--- src/include/qr_timing_pkg.sv ---
// ============================================================
// Timing, scaling and register map
package qr_timing_pkg;
    // ============================================================
    // Clock
    localparam int unsigned CLK_HZ = 25_000_000;
    localparam int unsigned CLK_PERIOD_NS = 40;

    // ============================================================
    // Times in their own units, cycle counts derived from them
    localparam int unsigned SS_STEP_MS = 4;
    localparam int unsigned SS_TOTAL_MS = 12;
    localparam int unsigned SS_STEP_CYC = CLK_HZ / 1000 * SS_STEP_MS;
    localparam int unsigned UPDATE_MS = 48;
    localparam int unsigned UPDATE_CYC = CLK_HZ / 1000 * UPDATE_MS;
    localparam int unsigned LEB_NS = 330;
    localparam int unsigned LEB_CYC = (LEB_NS + CLK_PERIOD_NS - 1) / CLK_PERIOD_NS;
    localparam int unsigned RING_NS = 2000;
    localparam int unsigned RING_CYC = (RING_NS + CLK_PERIOD_NS - 1) / CLK_PERIOD_NS;
    localparam int unsigned MAX_PERIOD_US = 50;
    localparam int unsigned MAX_PERIOD_CYC = CLK_HZ / 1_000_000 * MAX_PERIOD_US;

    // ============================================================
    // Widths
    localparam int unsigned LONG_W = 21;
    localparam int unsigned SHORT_W = 11;
    localparam int unsigned FB_W = 12;
    localparam int unsigned CS_W = 10;
    localparam int unsigned ZC_W = 12;

    // ============================================================
    // Valley target range
    localparam logic [2:0] UD_MIN = 3'h1;
    localparam logic [2:0] UD_MAX = 3'h7;

    // ============================================================
    // Current-sense scaling; gain, offset and soft-start limits in tenths of a millivolt
    localparam logic [15:0] CS_GAIN_X10 = 16'h0021;
    localparam logic [15:0] CS_OFFSET_X10 = 16'h1B58;
    localparam logic [15:0] FB_SCALE = 16'h000A;
    localparam logic [15:0] SS_REF1_X10 = 16'h3415;
    localparam logic [15:0] SS_REF2_X10 = 16'h682B;
    localparam logic [15:0] SS_REF3_X10 = 16'h9C40;
    localparam logic [1:0] SS_DONE = 2'h3;

    // ============================================================
    // Register byte offsets
    localparam logic [4:0] REG_CTRL = 5'h00;
    localparam logic [4:0] REG_LOW = 5'h04;
    localparam logic [4:0] REG_MID = 5'h08;
    localparam logic [4:0] REG_HIGH = 5'h0C;
    localparam logic [4:0] REG_VALLEY = 5'h10;
    localparam logic [4:0] REG_STATUS = 5'h14;

    // ============================================================
    // Field positions and reset values
    localparam int unsigned CTRL_BURST_BIT = 0;
    localparam int unsigned CTRL_GATE_EN_BIT = 1;
    localparam logic [1:0] CTRL_RESET = 2'h2;
    localparam int unsigned ST_UD_LSB = 0;
    localparam int unsigned ST_ZC_LSB = 4;
    localparam int unsigned ST_SS_LSB = 8;
    localparam int unsigned ST_GATE_BIT = 12;
    localparam int unsigned ST_RUN_BIT = 13;
    localparam int unsigned ST_FLAG_LSB = 16;
    localparam logic [11:0] LOW_RESET = 12'h7D0;
    localparam logic [11:0] MID_RESET = 12'h9C4;
    localparam logic [11:0] HIGH_RESET = 12'hED8;
    localparam logic [11:0] VALLEY_RESET = 12'h064;

    // ============================================================
    // Switch states
    typedef enum logic [1:0] {
        ST_WAIT,
        ST_ON,
        ST_OFF
    } sw_state_t;
endpackage : qr_timing_pkg

--- src/rtl/qr_switch_timing.sv ---
// Decided for this implementation: the Avalon-MM slave port and the register addresses.
`timescale 1ns/10ps
module qr_switch_timing #(
    parameter int unsigned SS_STEP_CYC = qr_timing_pkg::SS_STEP_CYC,
    parameter int unsigned UPDATE_CYC = qr_timing_pkg::UPDATE_CYC
) (
    // Clock and reset
    input wire logic clk,
    input wire logic sys_rst,
    // Avalon-MM slave
    input wire logic [4:0] avs_address,
    input wire logic avs_read,
    input wire logic avs_write,
    input wire logic [31:0] avs_writedata,
    input wire logic [3:0] avs_byteenable,
    output logic [31:0] avs_readdata,
    output logic avs_waitrequest,
    // Sensed levels from outside the clock domain: a supply flag, a millivolt feedback code, current-sense and valley codes
    input wire logic supply_turn_on_level,
    input wire logic [11:0] regulation_input,
    input wire logic [9:0] cs_level,
    input wire logic [11:0] valley_sense_input,
    // Power stage
    output logic gate_drive,
    output logic startup_path_en,
    output logic overload_prot_en,
    output logic [1:0] soft_start_step
);
    // ============================================================
    // Input synchronisers
    logic supply_s;
    logic [11:0] fb_s;
    logic [9:0] cs_s;
    logic [11:0] zc_s;

    sync_two_stage #(.W(35)) u_sync (
        .clk(clk),
        .sys_rst(sys_rst),
        .async_in({supply_turn_on_level, regulation_input, cs_level, valley_sense_input}),
        .sync_out({supply_s, fb_s, cs_s, zc_s})
    );

    // ============================================================
    // Registers
    logic [1:0] ctrl_q;
    logic [11:0] low_thr_q;
    logic [11:0] mid_thr_q;
    logic [11:0] high_thr_q;
    logic [11:0] valley_thr_q;
    logic ack_q;
    logic [31:0] rdata_q;
    logic [31:0] status;
    logic wr_fire;

    function automatic logic [11:0] merge12(input logic [11:0] old, input logic [31:0] wd,
                                            input logic [3:0] be);
        merge12 = {be[1] ? wd[11:8] : old[11:8], be[0] ? wd[7:0] : old[7:0]};
    endfunction : merge12

    // One wait cycle per access; write lands and read data stand at the releasing edge
    assign avs_waitrequest = (avs_read || avs_write) && !ack_q;
    assign wr_fire = avs_write && ack_q;
    assign avs_readdata = rdata_q;

    always_ff @(posedge clk or posedge sys_rst) begin
        if (sys_rst) begin
            ack_q <= 1'b0;
        end else begin
            ack_q <= (avs_read || avs_write) && !ack_q;
        end
    end

    always_ff @(posedge clk or posedge sys_rst) begin
        if (sys_rst) begin
            ctrl_q <= qr_timing_pkg::CTRL_RESET;
            low_thr_q <= qr_timing_pkg::LOW_RESET;
            mid_thr_q <= qr_timing_pkg::MID_RESET;
            high_thr_q <= qr_timing_pkg::HIGH_RESET;
            valley_thr_q <= qr_timing_pkg::VALLEY_RESET;
        end else if (wr_fire) begin
            case (avs_address)
                qr_timing_pkg::REG_CTRL: begin
                    if (avs_byteenable[0]) begin
                        ctrl_q <= avs_writedata[1:0];
                    end
                end
                qr_timing_pkg::REG_LOW: low_thr_q <= merge12(low_thr_q, avs_writedata, avs_byteenable);
                qr_timing_pkg::REG_MID: mid_thr_q <= merge12(mid_thr_q, avs_writedata, avs_byteenable);
                qr_timing_pkg::REG_HIGH: high_thr_q <= merge12(high_thr_q, avs_writedata, avs_byteenable);
                qr_timing_pkg::REG_VALLEY: begin
                    valley_thr_q <= merge12(valley_thr_q, avs_writedata, avs_byteenable);
                end
                default: begin
                end
            endcase
        end
    end

    always_ff @(posedge clk or posedge sys_rst) begin
        if (sys_rst) begin
            rdata_q <= 32'h0000_0000;
        end else if ((avs_read || avs_write) && !ack_q) begin
            case (avs_address)
                qr_timing_pkg::REG_CTRL: rdata_q <= {30'h0, ctrl_q};
                qr_timing_pkg::REG_LOW: rdata_q <= {20'h0, low_thr_q};
                qr_timing_pkg::REG_MID: rdata_q <= {20'h0, mid_thr_q};
                qr_timing_pkg::REG_HIGH: rdata_q <= {20'h0, high_thr_q};
                qr_timing_pkg::REG_VALLEY: rdata_q <= {20'h0, valley_thr_q};
                qr_timing_pkg::REG_STATUS: rdata_q <= status;
                default: rdata_q <= 32'h0000_0000;
            endcase
        end
    end

    // ============================================================
    // Comparisons
    logic burst_q;
    logic burst_prev_q;
    logic [15:0] fb_x10;
    logic [15:0] cs_x10;
    logic [15:0] limit_x10;
    logic [1:0] ss_step_q;
    logic cs_trip;
    logic fb_above_low;
    logic fb_above_mid;
    logic fb_above_high;
    logic zc_below;

    assign burst_q = ctrl_q[qr_timing_pkg::CTRL_BURST_BIT];
    assign fb_x10 = {4'h0, fb_s} * qr_timing_pkg::FB_SCALE;
    assign cs_x10 = {6'h00, cs_s} * qr_timing_pkg::CS_GAIN_X10 + qr_timing_pkg::CS_OFFSET_X10;
    assign fb_above_low = fb_s > low_thr_q;
    assign fb_above_mid = fb_s > mid_thr_q;
    assign fb_above_high = fb_s > high_thr_q;
    assign zc_below = zc_s < valley_thr_q;

    always_comb begin
        case (ss_step_q)
            2'h0: limit_x10 = qr_timing_pkg::SS_REF1_X10;
            2'h1: limit_x10 = qr_timing_pkg::SS_REF2_X10;
            2'h2: limit_x10 = qr_timing_pkg::SS_REF3_X10;
            default: limit_x10 = fb_x10;
        endcase
    end
    assign cs_trip = cs_x10 > limit_x10;

    // ============================================================
    // Soft-start
    logic [qr_timing_pkg::LONG_W-1:0] ss_cnt_q;
    qr_timing_pkg::sw_state_t state_q;
    qr_timing_pkg::sw_state_t state_d;

    always_ff @(posedge clk or posedge sys_rst) begin
        if (sys_rst) begin
            ss_cnt_q <= '0;
            ss_step_q <= 2'h0;
        end else if (state_q == qr_timing_pkg::ST_WAIT) begin
            ss_cnt_q <= '0;
            ss_step_q <= 2'h0;
        end else if (ss_step_q != qr_timing_pkg::SS_DONE) begin
            if (ss_cnt_q == qr_timing_pkg::LONG_W'(SS_STEP_CYC - 1)) begin
                ss_cnt_q <= '0;
                ss_step_q <= ss_step_q + 2'h1;
            end else begin
                ss_cnt_q <= ss_cnt_q + 1'b1;
            end
        end
    end

    // ============================================================
    // Switch state
    logic [qr_timing_pkg::SHORT_W-1:0] phase_q;
    logic [2:0] zc_cnt_q;
    logic [2:0] ud;
    logic zc_below_q;
    logic blank_done;
    logic ring_done;
    logic max_expired;
    logic valley_evt;
    logic valley_ok;
    logic turn_on;
    logic gate_q;

    assign blank_done = phase_q >= qr_timing_pkg::SHORT_W'(qr_timing_pkg::LEB_CYC);
    assign ring_done = phase_q >= qr_timing_pkg::SHORT_W'(qr_timing_pkg::RING_CYC);
    assign max_expired = phase_q >= qr_timing_pkg::SHORT_W'(qr_timing_pkg::MAX_PERIOD_CYC - 1);
    assign valley_evt = zc_below && !zc_below_q && ring_done;
    assign valley_ok = zc_cnt_q == ud && zc_below && ring_done;
    // Burst blocks both sources; the max-period path must not leak pulses either
    assign turn_on = state_q == qr_timing_pkg::ST_OFF && !burst_q
        && ctrl_q[qr_timing_pkg::CTRL_GATE_EN_BIT] && (valley_ok || max_expired);

    always_comb begin
        state_d = state_q;
        case (state_q)
            qr_timing_pkg::ST_WAIT: begin
                if (supply_s) begin
                    state_d = qr_timing_pkg::ST_OFF;
                end
            end
            qr_timing_pkg::ST_ON: begin
                if (blank_done && cs_trip) begin
                    state_d = qr_timing_pkg::ST_OFF;
                end
            end
            qr_timing_pkg::ST_OFF: begin
                if (turn_on) begin
                    state_d = qr_timing_pkg::ST_ON;
                end
            end
            default: state_d = qr_timing_pkg::ST_WAIT;
        endcase
        if (!supply_s) begin
            state_d = qr_timing_pkg::ST_WAIT;
        end
    end

    always_ff @(posedge clk or posedge sys_rst) begin
        if (sys_rst) begin
            state_q <= qr_timing_pkg::ST_WAIT;
            gate_q <= 1'b0;
            startup_path_en <= 1'b1;
            overload_prot_en <= 1'b0;
        end else begin
            state_q <= state_d;
            gate_q <= state_d == qr_timing_pkg::ST_ON;
            startup_path_en <= state_d == qr_timing_pkg::ST_WAIT;
            overload_prot_en <= state_d != qr_timing_pkg::ST_WAIT
                && ss_step_q == qr_timing_pkg::SS_DONE;
        end
    end

    always_ff @(posedge clk or posedge sys_rst) begin
        if (sys_rst) begin
            phase_q <= '0;
        end else if (state_d != state_q) begin
            phase_q <= '0;
        end else if (!max_expired) begin
            phase_q <= phase_q + 1'b1;
        end
    end

    always_ff @(posedge clk or posedge sys_rst) begin
        if (sys_rst) begin
            zc_cnt_q <= 3'h0;
            zc_below_q <= 1'b0;
        end else begin
            zc_below_q <= zc_below;
            if (state_d == qr_timing_pkg::ST_OFF && state_q != qr_timing_pkg::ST_OFF) begin
                zc_cnt_q <= 3'h0;
            end else if (state_q == qr_timing_pkg::ST_OFF && valley_evt
                         && zc_cnt_q != qr_timing_pkg::UD_MAX) begin
                zc_cnt_q <= zc_cnt_q + 3'h1;
            end
        end
    end

    assign gate_drive = gate_q;
    assign soft_start_step = ss_step_q;

    // ============================================================
    // Load tracking and valley target
    logic [qr_timing_pkg::LONG_W-1:0] upd_cnt_q;
    logic [2:0] seen_q;
    logic [2:0] seen_now;
    logic upd_tick;
    logic force_pend_q;
    logic burst_exit;
    logic force_now;

    assign upd_tick = upd_cnt_q == qr_timing_pkg::LONG_W'(UPDATE_CYC - 1);
    assign seen_now = seen_q | {fb_above_high, fb_above_mid, fb_above_low};
    assign burst_exit = burst_prev_q && !burst_q;
    assign force_now = (force_pend_q && turn_on) || burst_exit;

    always_ff @(posedge clk or posedge sys_rst) begin
        if (sys_rst) begin
            upd_cnt_q <= '0;
            seen_q <= 3'h0;
            force_pend_q <= 1'b0;
            burst_prev_q <= 1'b0;
        end else begin
            burst_prev_q <= burst_q;
            upd_cnt_q <= upd_tick ? '0 : upd_cnt_q + 1'b1;
            // A crossing in the clearing cycle opens the next period
            seen_q <= upd_tick ? {fb_above_high, fb_above_mid, fb_above_low} : seen_now;
            force_pend_q <= fb_above_high || (force_pend_q && !turn_on);
        end
    end

    valley_target_counter u_target (
        .clk(clk),
        .sys_rst(sys_rst),
        .count_up(upd_tick && !seen_now[0]),
        .count_down(upd_tick && seen_now[1] && !seen_now[2]),
        .load_one(force_now),
        .value(ud)
    );

    assign status = {13'h0, seen_q, 2'h0, state_q != qr_timing_pkg::ST_WAIT, gate_q,
                     2'h0, ss_step_q, 1'b0, zc_cnt_q, 1'b0, ud};
endmodule : qr_switch_timing

--- src/rtl/sync_two_stage.sv ---
`timescale 1ns/10ps
// ============================================================
// Two-flop synchroniser, one pair per bit
module sync_two_stage #(
    parameter int unsigned W = 1
) (
    // Clock and reset
    input wire logic clk,
    input wire logic sys_rst,
    // Data
    input wire logic [W-1:0] async_in,
    output logic [W-1:0] sync_out
);
    // Multi-bit codes may skew by one cycle between bits; callers accept that
    for (genvar i = 0; i < W; i++) begin : g_bit
        logic meta_q;
        logic stab_q;
        always_ff @(posedge clk or posedge sys_rst) begin
            if (sys_rst) begin
                meta_q <= 1'b0;
                stab_q <= 1'b0;
            end else begin
                meta_q <= async_in[i];
                stab_q <= meta_q;
            end
        end
        assign sync_out[i] = stab_q;
    end
endmodule : sync_two_stage

--- src/rtl/valley_target_counter.sv ---
`timescale 1ns/10ps
// ============================================================
// Saturating up/down counter holding the turn-on valley number
module valley_target_counter (
    // Clock and reset
    input wire logic clk,
    input wire logic sys_rst,
    // Commands
    input wire logic count_up,
    input wire logic count_down,
    input wire logic load_one,
    // Value
    output logic [2:0] value
);
    logic [2:0] value_q;

    always_ff @(posedge clk or posedge sys_rst) begin
        if (sys_rst) begin
            value_q <= qr_timing_pkg::UD_MIN;
        end else if (load_one) begin
            value_q <= qr_timing_pkg::UD_MIN;
        end else if (count_up && value_q != qr_timing_pkg::UD_MAX) begin
            value_q <= value_q + 3'h1;
        end else if (count_down && value_q != qr_timing_pkg::UD_MIN) begin
            value_q <= value_q - 3'h1;
        end
    end

    assign value = value_q;
endmodule : valley_target_counter

--- config.mk ---
export PLATFORM = sky130hd
export DESIGN_NAME = qr_switch_timing
export DESIGN_NICKNAME = d
export VERILOG_FILES = /design/src/include/qr_timing_pkg.sv /design/src/rtl/qr_switch_timing.sv /design/src/rtl/sync_two_stage.sv /design/src/rtl/valley_target_counter.sv
export SDC_FILE = /design/constraint.sdc
export NUM_CORES = 1
export LEC_CHECK = 0
export BUFFER_PORTS_ARGS = -buffer_cell sky130_fd_sc_hd__buf_2
export CAP_MARGIN = 20
export CORE_ASPECT_RATIO = 0.8
export CORE_MARGIN = 10
export CORE_UTILIZATION = 45
export DETAILED_ROUTE_END_ITERATION = 8
export PLACE_DENSITY_LB_ADDON = 0.3
export SLEW_MARGIN = 20
export SYNTH_ARGS = -nofsm -noshare
export SYNTH_HDL_FRONTEND = slang
export SYNTH_HIERARCHICAL = 1
export SYNTH_SLANG_ARGS = --single-unit
--- constraint.sdc ---
create_clock -name clk -period 4.9 [get_ports clk]
set_input_delay 0.735 -clock clk [delete_from_list [all_inputs] [get_ports clk]]
set_output_delay 0.735 -clock clk [all_outputs]
set_load 0.05 [all_outputs]
==> flow_summary.json, run 1 <==
{
  "status": "complete, no violations",
  "avgRoutedWirePerCell_um": 17.1,
  "antenna_found_initial": 0,
  "h-tree-depth": 1,
  "hold_viol": 0,
  "rr_endpoint": "phase_q[1]",
  "synth_cells": 1147,
  "io_buffers": 80,
  "layout-drive-gt1-share_pct": 17.7,
  "power.density_nw_per_um2": 335,
  "max_freq_mhz": 216,
  "gr-total-overflow": 0,
  "gp_congestion": 0.840,
  "insertion_delay_ns": 0.52,
  "slew_violations": 0,
  "synth_ff_type": "dfrtp_1",
  "yosysSeqAreaShare_pct": 44.9,
  "synth_edf_count": 0,
  "drc": 0,
  "start_util_pct": 46.2,
  "tritoncts": "built",
  "rr_worst_depth": 18,
  "ir_worst_vdd_uv": 238,
  "num_rows": 52,
  "start_kind": "register",
  "detailedRoute.firstPassIterationCount": 4,
  "reg2reg_from": "u_sync/g_bit[13].stab_q",
  "ys_warn_count": 6,
  "fp.dieH_um": 165,
  "n_antenna_cell": 0,
  "post-dp-hpwl_um": 20400,
  "drtIter0Drc": 479,
  "num_vias": 8350,
  "grt_pass1_wl_um": 43800,
  "die-area_um2": 33100,
  "dp_worst_setup_slack_ns": 0.0594,
  "synth.cell_area_um2": 11800,
  "final_core_util_pct": 51.4,
  "pin_count": 118,
  "place_inst": 1534,
  "crit_chain": "inv_1, fa_1, inv_1, ha_1, ha_1, and3b_1, o21a_1, o21a_1, o221a_2, or4_1, nand4_1, ha_1, a21o_1, a211o_1, o311ai_4, a211oi_2, buf_4, a211oi_1",
  "post-route-period-util_pct": 94.5,
  "layout_commonest_cell": "dfrtp_1",
  "clkSlewWorstSetupHoldPaths_ns": 0.06,
  "numCtsBuffers": 22,
  "setup_viol": 0,
  "min_path_type": "in2async",
  "critPathKind": "reg2reg",
  "final_cell_count_no_fill": 1574,
  "post_synth.cell_area_avg_um2": 10.3,
  "synth_cell_types": 75,
  "layout_setup_ws_ns": 0.272,
  "power.leakage_nw": 6.15,
  "cp.required_ns": 5.32,
  "clk_path_buf_depth": 3,
  "cts-root-buf": "clkbuf_16",
  "rrSetupSlack_ns": 0.27,
  "ant_nets": 0,
  "critPathMaxStageDelay_ns": 0.53,
  "viasPerCell": 5.30,
  "layout_common_cells": "dfrtp_1 (186), ha_1 (121), nand2_1 (86), buf_2 (80), inv_1 (79)",
  "coreArea_um2": 25500,
  "async_reset_ff_share_pct": 100,
  "post_cts_buffers": 0,
  "final_nets": 1413,
  "slowest_stage": "fa_1",
  "crit_path_end_kind": "register",
  "cts_hold_buf": 0,
  "drv_cap": 0,
  "syn_to_final_growth_pct": 11.3,
  "grt_pass1_vias": 8425,
  "grt_max_degree": 78,
  "die_w_um": 201,
  "worstMarginPinSlew_ns": 0.920,
  "clock_skew_ns": 0.0212,
  "drt-total-wl_um": 26900,
  "worstPathArrival_ns": 5.05,
  "synth_seq_cells": 210,
  "period_minus_slack_ns": 4.63,
  "clock-sinks": 210,
  "grt_use_total_pct": 16.1,
  "cpMostUsedCell": "ha_1",
  "path_max_fanout": 5,
  "max_slew_margin_pct": 38.1
}
-- Yosys cell counts (all sizes together) (4+ instances only) --
cell / count / area share (%)
and2: 8 / 0.43
or3: 9 / 0.48
nand2: 86 / 2.7
or2: 6 / 0.32
a211oi: 7 / 0.53
a21o: 14 / 0.89
nand4: 24 / 1.3
inv: 81 / 2.6
clkbuf: 17 / 0.54
dfstp: 24 / 5.4
a311oi: 5 / 0.37
o31ai: 6 / 0.38
and3: 7 / 0.38
nor2: 79 / 2.7
a22oi: 7 / 0.45
dfrtp: 186 / 40
nand2b: 11 / 0.65
buf: 55 / 3.5
a31oi: 4 / 0.21
a221oi: 7 / 0.52
and4: 5 / 0.37
ha: 121 / 13
mux2i: 20 / 1.7
mux2: 28 / 2.7
o22ai: 11 / 0.58
fa: 5 / 0.85
xnor2: 25 / 1.9
o21a: 8 / 0.51
xor2: 26 / 1.9
nor4b: 4 / 0.35
nor4: 10 / 0.53
nor2b: 14 / 0.74
or4: 7 / 0.45
a21oi: 51 / 2.2
nor3: 20 / 0.85
nand3: 32 / 1.4
o21ai: 75 / 3.2
-- flip-flops by register name, indices dropped and copies added, names as in the netlist, 12 cells and up --
register,cells
high_thr_q,12
low_thr_q,12
avs_readdata,17
u_sync/g_bit.stab_q,35
upd_cnt_q,21
mid_thr_q,12
ss_cnt_q,21
valley_thr_q,12
u_sync/g_bit.meta_q,35
-- worst max path at each step --
stage / startpoint / to / slack [ns] / depth (start not counted)
CTS: u_sync/g_bit[13].stab_q / phase_q[1] / 0.04 / 19
floorplan: u_sync/g_bit[13].stab_q / phase_q[10] / 0.49 / 20
global route: u_sync/g_bit[13].stab_q / phase_q[1] / -0.01 / 19
global placement: u_sync/g_bit[13].stab_q / phase_q[1] / 0.17 / 19
detailed placement: u_sync/g_bit[13].stab_q / phase_q[1] / 0.06 / 19
finish: u_sync/g_bit[13].stab_q / phase_q[1] / 0.27 / 18
-- per-stage QoR --
stage | area [um2] | hold slack (ns) | total power, mW | TNS [ns]
2_1_floorplan | 11800 | 0.331 | 2.48 | 0
3_3_place_gp | 12300 | 0.332 | 2.63 | 0
3_5_place_dp | 12300 | 0.335 | 2.66 | 0
4_1_cts | 13100 | 0.132 | 4.43 | 0
5_1_grt | 13100 | 0.144 | 4.61 | -0.0117
6_report | 13100 | 0.148 | 4.39 | 0
-- area by class of cell --
cell class                      instances  area (um2)
Multi-Input combinational cell        798        5800
Fill cell                            2350       12400
Timing Repair Buffer                   94         505
Clock inverter                          8        98.8
Inverter                               81         310
Tap cell                              351         439
Sequential cell                       210        5290
Clock buffer                           32         669
-- per-layer routing --
metal	vias up	routed length, um	global-route usage [%]
li1	4117	-	-
met4	0	511	3.50
met1	4046	13300	22.9
met3	33	1210	2.84
met5	-	0	0
met2	154	11900	25.1
-- where the power goes --
group / switching, mW / internal, mW
sequential: 0.0817 / 1.85
combinational: 0.425 / 0.284
clock: 0.697 / 1.05
total: 1.20 / 3.19
-- kinds of logic (layout without fill, tap and decap cells) --
family,count (synthesis),count (layout),share of synthesized area [%]
simple gates,331,331,14.3
buf+inv,153,215,6.61
compound gates,227,227,12.3
xor+xnor,51,51,3.79
fa+ha+maj,126,126,13.7
flops,210,210,44.9
mux,48,48,4.38
other cells,1,15,0.0318
-- worst max-delay path: cells and delay by family (launching register included) --
kind / cells / cell delay, ns
AO/OA/AOI/OAI: 8 / 1.80
adder cells (fa/ha/maj): 4 / 1.41
AND/OR/NAND/NOR: 3 / 0.69
flip-flops: 1 / 0.35
buffers and inverters: 3 / 0.29
-- timing repair --
action                                 in CTS  in global routing
setup endpoints to repair                   0                 15
endpoints found under the hold margin       0                  0
gates resized for setup                     0                  6
(Power assumes the default switching activity.)
==> run 2: changes to the inputs <==
- CORE_UTILIZATION: 45 -> 50
==> run 2 against run 1 <==
Compared with the run above:
- wire length decreased by 3.4%
- setup slack got worse by 0.027 ns
- cell area decreased by 0.26%
- largest power group unchanged
- critical endpoint unchanged
==> flow_summary.json, run 2 (synthesis gave the netlist of run 1 again) <==
{
  "drc": 0,
  "n_antenna_cell": 0,
  "cpMostUsedCell": "ha_1",
  "critPathKind": "reg2reg",
  "crit_path_end_kind": "register",
  "post-dp-hpwl_um": 19500,
  "reg2reg_from": "u_sync/g_bit[13].stab_q",
  "post_cts_buffers": 0,
  "placed_area_um2": 12200,
  "fin_setup_tns_ns": 0,
  "detailedRoute.firstPassIterationCount": 5,
  "num_rows": 50,
  "top_regs": "u_sync/g_bit.meta_q: 35 flops, u_sync/g_bit.stab_q: 35 flops",
  "die_w_um": 192,
  "clock_skew_ns": 0.00734,
  "clkSlewWorstSetupHoldPaths_ns": 0.06,
  "numCtsBuffers": 23,
  "avgRoutedWirePerCell_um": 17.0,
  "fill_cells": 2042,
  "clock-sinks": 210,
  "viasPerCell": 5.47,
  "layout_common_cells": "dfrtp_1 (186), ha_1 (121), nand2_1 (86), buf_2 (80), inv_1 (79)",
  "hold_ws_ns": 0.151,
  "io_buffers": 80,
  "setup_viol": 0,
  "power.density_nw_per_um2": 341,
  "min_path_type": "in2async",
  "ant_nets": 0,
  "grt_use_total_pct": 17.2,
  "route.layer.met1.wl_um": 13000,
  "rrSetupSlack_ns": 0.24,
  "wl_met2_um": 11300,
  "grt_pass1_wl_um": 42100,
  "slowest_stage": "fa_1",
  "final_cell_count_no_fill": 1531,
  "h-tree-depth": 1,
  "start_util_pct": 50.6,
  "gr-total-overflow": 0,
  "drt-total-wl_um": 26000,
  "period_minus_slack_ns": 4.66,
  "fp.dieH_um": 157,
  "gp_congestion": 0.861,
  "syn_to_final_growth_pct": 11.0,
  "status": "complete, no violations",
  "place_inst": 1491,
  "pin_count": 118,
  "hold_viol": 0,
  "path_delay_family": "adder cells",
  "top_layer": "met4",
  "antenna_found_initial": 0,
  "grt_pass1_vias": 8076,
  "grt_max_degree": 107,
  "tritoncts": "built",
  "insertion_delay_ns": 0.50,
  "coreArea_um2": 23300,
  "worst-path-buf-inv": 3,
  "final_nets": 1410,
  "rsz0062_at_grt": "no",
  "layout_commonest_cell": "dfrtp_1",
  "layout-drive-gt1-share_pct": 17.5,
  "final_area_um2": 13100,
  "rr_worst_depth": 19,
  "critPathMaxStageDelay_ns": 0.53,
  "max_slew_margin_pct": 37.0,
  "drv_cap": 0,
  "crit_chain": "inv_1, fa_1, inv_1, ha_1, ha_1, and3b_1, o21a_1, o21a_1, o221a_2, or4_1, nand4_1, ha_1, nand3_1, nor4_4, a21boi_4, o311ai_4, a211oi_2, buf_4, a211oi_1",
  "worstMarginPinSlew_ns": 0.946,
  "path_max_fanout": 11,
  "max_freq_mhz": 215,
  "cp.required_ns": 5.25,
  "rr_endpoint": "phase_q[1]",
  "dr_wl_met3_um": 1180,
  "clk_path_buf_depth": 3,
  "post-route-period-util_pct": 95.0,
  "slew_violations": 0,
  "power.leakage_nw": 6.15,
  "die-area_um2": 30100,
  "num_vias": 8368,
  "cts-root-buf": "clkbuf_16",
  "start_kind": "register",
  "ir_worst_vdd_uv": 328,
  "drtIter0Drc": 520,
  "worstPathArrival_ns": 5.00
}
==> run 2: cell count changes in the layout (fill, tap and decap cells not counted) <==
cell       delta
a21boi_4      +1
inv_2         +1
a21boi_2      -1
o21ai_0       -1
clkinv_4      -1
buf_4         -4
bufinv_16     +2
clkbuf_1      -1
clkbuf_8      -1
o21ai_1       +1
==> run 2: how the worst max path moves through the flow <==
stage | start | cells after the start | end
2_1_floorplan | u_sync/g_bit[13].stab_q | 20 | phase_q[10]
3_3_place_gp | u_sync/g_bit[13].stab_q | 19 | phase_q[1]
3_5_place_dp | u_sync/g_bit[13].stab_q | 19 | phase_q[1]
4_1_cts | u_sync/g_bit[13].stab_q | 19 | phase_q[1]
5_1_grt | u_sync/g_bit[13].stab_q | 19 | phase_q[1]
6_report | u_sync/g_bit[13].stab_q | 19 | phase_q[1]
==> run 2: per-layer routing <==
layer	vias to the layer above	track usage, %
met3	30	2.45
met1	4060	25.3
met4	0	3.86
met2	168	26.1
li1	4110	-
met5	-	0
==> run 2: worst register-to-register path: stages (launching register included) <==
cell      delay [ns]
dfrtp_1         0.36
inv_1           0.08
fa_1            0.53
inv_1           0.04
ha_1            0.29
ha_1            0.34
and3b_1         0.19
o21a_1          0.18
o21a_1          0.18
o221a_2         0.26
or4_1           0.40
nand4_1         0.09
ha_1            0.16
nand3_1         0.15
nor4_4          0.33
a21boi_4        0.26
o311ai_4        0.13
a211oi_2        0.22
buf_4           0.25
a211oi_1        0.07
==> run 2: final cells by class <==
class	count	area, um2	area share, %
multi-input combinational	798	5810	44.4
sequential	210	5290	40.4
clock buffer	30	652	4.99
timing repair buffer	90	475	3.64
tap	312	390	2.99
inverter	81	309	2.36
clock inverter	10	155	1.19
==> run 2: timing repair <==
action,4_1_cts,5_1_grt
hold buffers,0,0
gates resized for setup,0,8
setup endpoints to repair,0,15
==> run 2: metrics by stage <==
stage	total power [mW]	utilization (%)	worst slack (ns)
after floorplan	2.48	-	0.493
after global placement	2.63	52.5	0.164
after detailed placement	2.65	52.5	0.0624
after CTS	4.49	56.0	0.0401
after global routing	4.68	56.2	0.00636
final	4.46	56.2	0.245
==> run 2: report_power, final <==
| group | total, mW | internal, mW | switching, mW | leakage, nW |
|---|---|---|---|---|
| Clock | 1.83 | 1.14 | 0.686 | 0.394 |
| Sequential | 1.93 | 1.85 | 0.0821 | 2.57 |
| Combinational | 0.700 | 0.283 | 0.417 | 3.18 |
==> run 3: changes to the inputs <==
- CORE_ASPECT_RATIO: 0.8 -> 1.2
==> run 3 against run 2 <==
Compared with the run above:
- non-clock buffer count up 5
- cell count rose by 0.72%
- sequential cell count unchanged
- combinational power is 0.9% higher
- utilization grew 0.13 points
- cell area barely moved
- clock power down 5%
- via count up 1.2%
- power fell by 1.9%
- hold slack worse by 0.029 ns
- die area barely moved
- sequential power hardly changed
==> flow_summary.json, run 3 (synthesis gave the netlist of run 1 again) <==
{
  "status": "complete, no violations",
  "max_slew_margin_pct": 37.2,
  "crit_path_end_kind": "register",
  "viasPerCell": 5.49,
  "start_kind": "register",
  "grt_pass1_vias": 8756,
  "dp_worst_setup_slack_ns": 0.142,
  "cp.required_ns": 5.33,
  "top_layer": "met4",
  "period_minus_slack_ns": 4.62,
  "pin_count": 118,
  "ir_worst_vdd_uv": 290,
  "worstPathArrival_ns": 5.05,
  "drv_cap": 0,
  "antenna_found_initial": 1,
  "tritoncts": "built",
  "clkSlewWorstSetupHoldPaths_ns": 0.06,
  "final_nets": 1415,
  "syn_to_final_growth_pct": 11.0,
  "io_buffers": 80,
  "ant_nets": 0,
  "seqCellArea_um2": 5290,
  "setup_viol": 0,
  "clk_path_buf_depth": 3,
  "numCtsBuffers": 23,
  "coreArea_um2": 23200,
  "fill_cells": 2062,
  "rr_worst_depth": 18,
  "post-route-period-util_pct": 94.3,
  "layout-drive-gt1-share_pct": 17.6,
  "h-tree-depth": 1,
  "num_rows": 61,
  "gr-total-overflow": 0,
  "die_w_um": 160,
  "rsz0062_at_grt": "no",
  "layout_common_cells": "dfrtp_1 (186), ha_1 (120), nand2_1 (86), buf_2 (80), inv_1 (79)",
  "hold_viol": 0,
  "post-dp-hpwl_um": 20600,
  "die-area_um2": 30100,
  "route.layer.met1.wl_um": 11700,
  "clock-sinks": 210,
  "fp.dieH_um": 188,
  "power.density_nw_per_um2": 335,
  "fin_setup_tns_ns": 0,
  "rr_endpoint": "phase_q[1]",
  "worstMarginPinSlew_ns": 0.935,
  "detailedRoute.firstPassIterationCount": 5,
  "max_freq_mhz": 217,
  "rrSetupSlack_ns": 0.28,
  "dr_wl_met3_um": 1430,
  "start_util_pct": 50.7,
  "slew_violations": 0,
  "gp_congestion": 0.881,
  "drtIter0Drc": 543,
  "min_path_type": "in2async",
  "reg2reg_from": "u_sync/g_bit[13].stab_q",
  "clock_skew_ns": 0.0110,
  "critPathKind": "reg2reg",
  "avgRoutedWirePerCell_um": 17.7,
  "grt_pass1_wl_um": 45200,
  "insertion_delay_ns": 0.52,
  "layout_setup_ws_ns": 0.282,
  "grt_max_degree": 82,
  "cts-root-buf": "clkbuf_16",
  "top_regs": "u_sync/g_bit.meta_q: 35 flops, u_sync/g_bit.stab_q: 35 flops",
  "layout_commonest_cell": "dfrtp_1",
  "num_vias": 8466,
  "wl_met2_um": 13500,
  "drt-total-wl_um": 27300,
  "path_max_fanout": 7,
  "post_cts_buffers": 0,
  "drc": 0,
  "grt_use_total_pct": 18.2,
  "power.leakage_nw": 6.14,
  "multi_input_area_um2": 5790
}
[run 3: changes by cell type in the layout (fill, tap and decap cells not counted), sizes merged]
| cell | change |
|---|---|
| diode | +1 |
| buf | +5 |
| bufinv | -3 |
| clkbuf | +6 |
| inv | +2 |
| clkinv | -3 |
[run 3: timing repair]
| action | in CTS | in global routing |
|---|---|---|
| hold buffers | 0 | 0 |
| gates resized for setup | 0 | 5 |
| endpoints found under the setup margin | 0 | 15 |
[run 3: worst max path at each step]
stage	startpoint	to	slack, ns
floorplan	u_sync/g_bit[13].stab_q	phase_q[10]	0.49
global placement	u_sync/g_bit[13].stab_q	phase_q[1]	0.17
detailed placement	u_sync/g_bit[13].stab_q	phase_q[1]	0.14
CTS	u_sync/g_bit[13].stab_q	phase_q[1]	0.06
global route	u_sync/g_bit[13].stab_q	phase_q[1]	0.0003
finish	u_sync/g_bit[13].stab_q	phase_q[1]	0.28
[run 3: layer usage]
metal / vias to the layer above / track usage [%]
li1: 4131 / -
met1: 4112 / 22.4
met5: - / 0
met2: 179 / 31.5
met4: 0 / 5.80
met3: 44 / 3.33
[run 3: area by class of cell]
cell class,instances,share of cell area (%)
inverter,81,2.35
clock inverter,6,0.546
antenna,1,0.0192
timing repair buffer,95,4.02
clock buffer,36,5.31
sequential,210,40.4
tap,315,3.02
multi-input combinational,798,44.3
[run 3: report_power, final]
group,switching [mW],leakage (nW),internal [mW],total [mW]
Sequential,0.0841,2.57,1.85,1.93
Combinational,0.419,3.20,0.286,0.706
Clock,0.706,0.368,1.03,1.74
[run 3: through the flow]
| step | cell area (um2) | power (mW) | cells | utilization [%] | hold slack, ns |
|---|---|---|---|---|---|
| final | 13100 | 4.37 | 1542 | 56.3 | 0.122 |
| after global routing | 13100 | 4.60 | 1541 | 56.3 | 0.123 |
| after CTS | 13000 | 4.41 | 1541 | 56.2 | 0.105 |
| after detailed placement | 12300 | 2.66 | 1499 | 52.9 | 0.335 |
| after global placement | 12300 | 2.63 | 1499 | 52.9 | 0.332 |
| after floorplan | 11800 | 2.48 | 1161 | - | 0.331 |
[run 3: worst max-delay path, cell delays in order (launching register included)]
cell,delay (ns)
dfrtp_1,0.35
inv_1,0.08
fa_1,0.53
inv_1,0.05
ha_1,0.32
ha_4,0.26
and3b_1,0.17
o21a_1,0.18
o21a_1,0.19
o221a_2,0.25
or4_1,0.40
nand4_1,0.10
ha_1,0.25
a21o_1,0.18
a211o_1,0.34
o311ai_2,0.34
a211oi_2,0.14
buf_4,0.19
a211oi_1,0.21
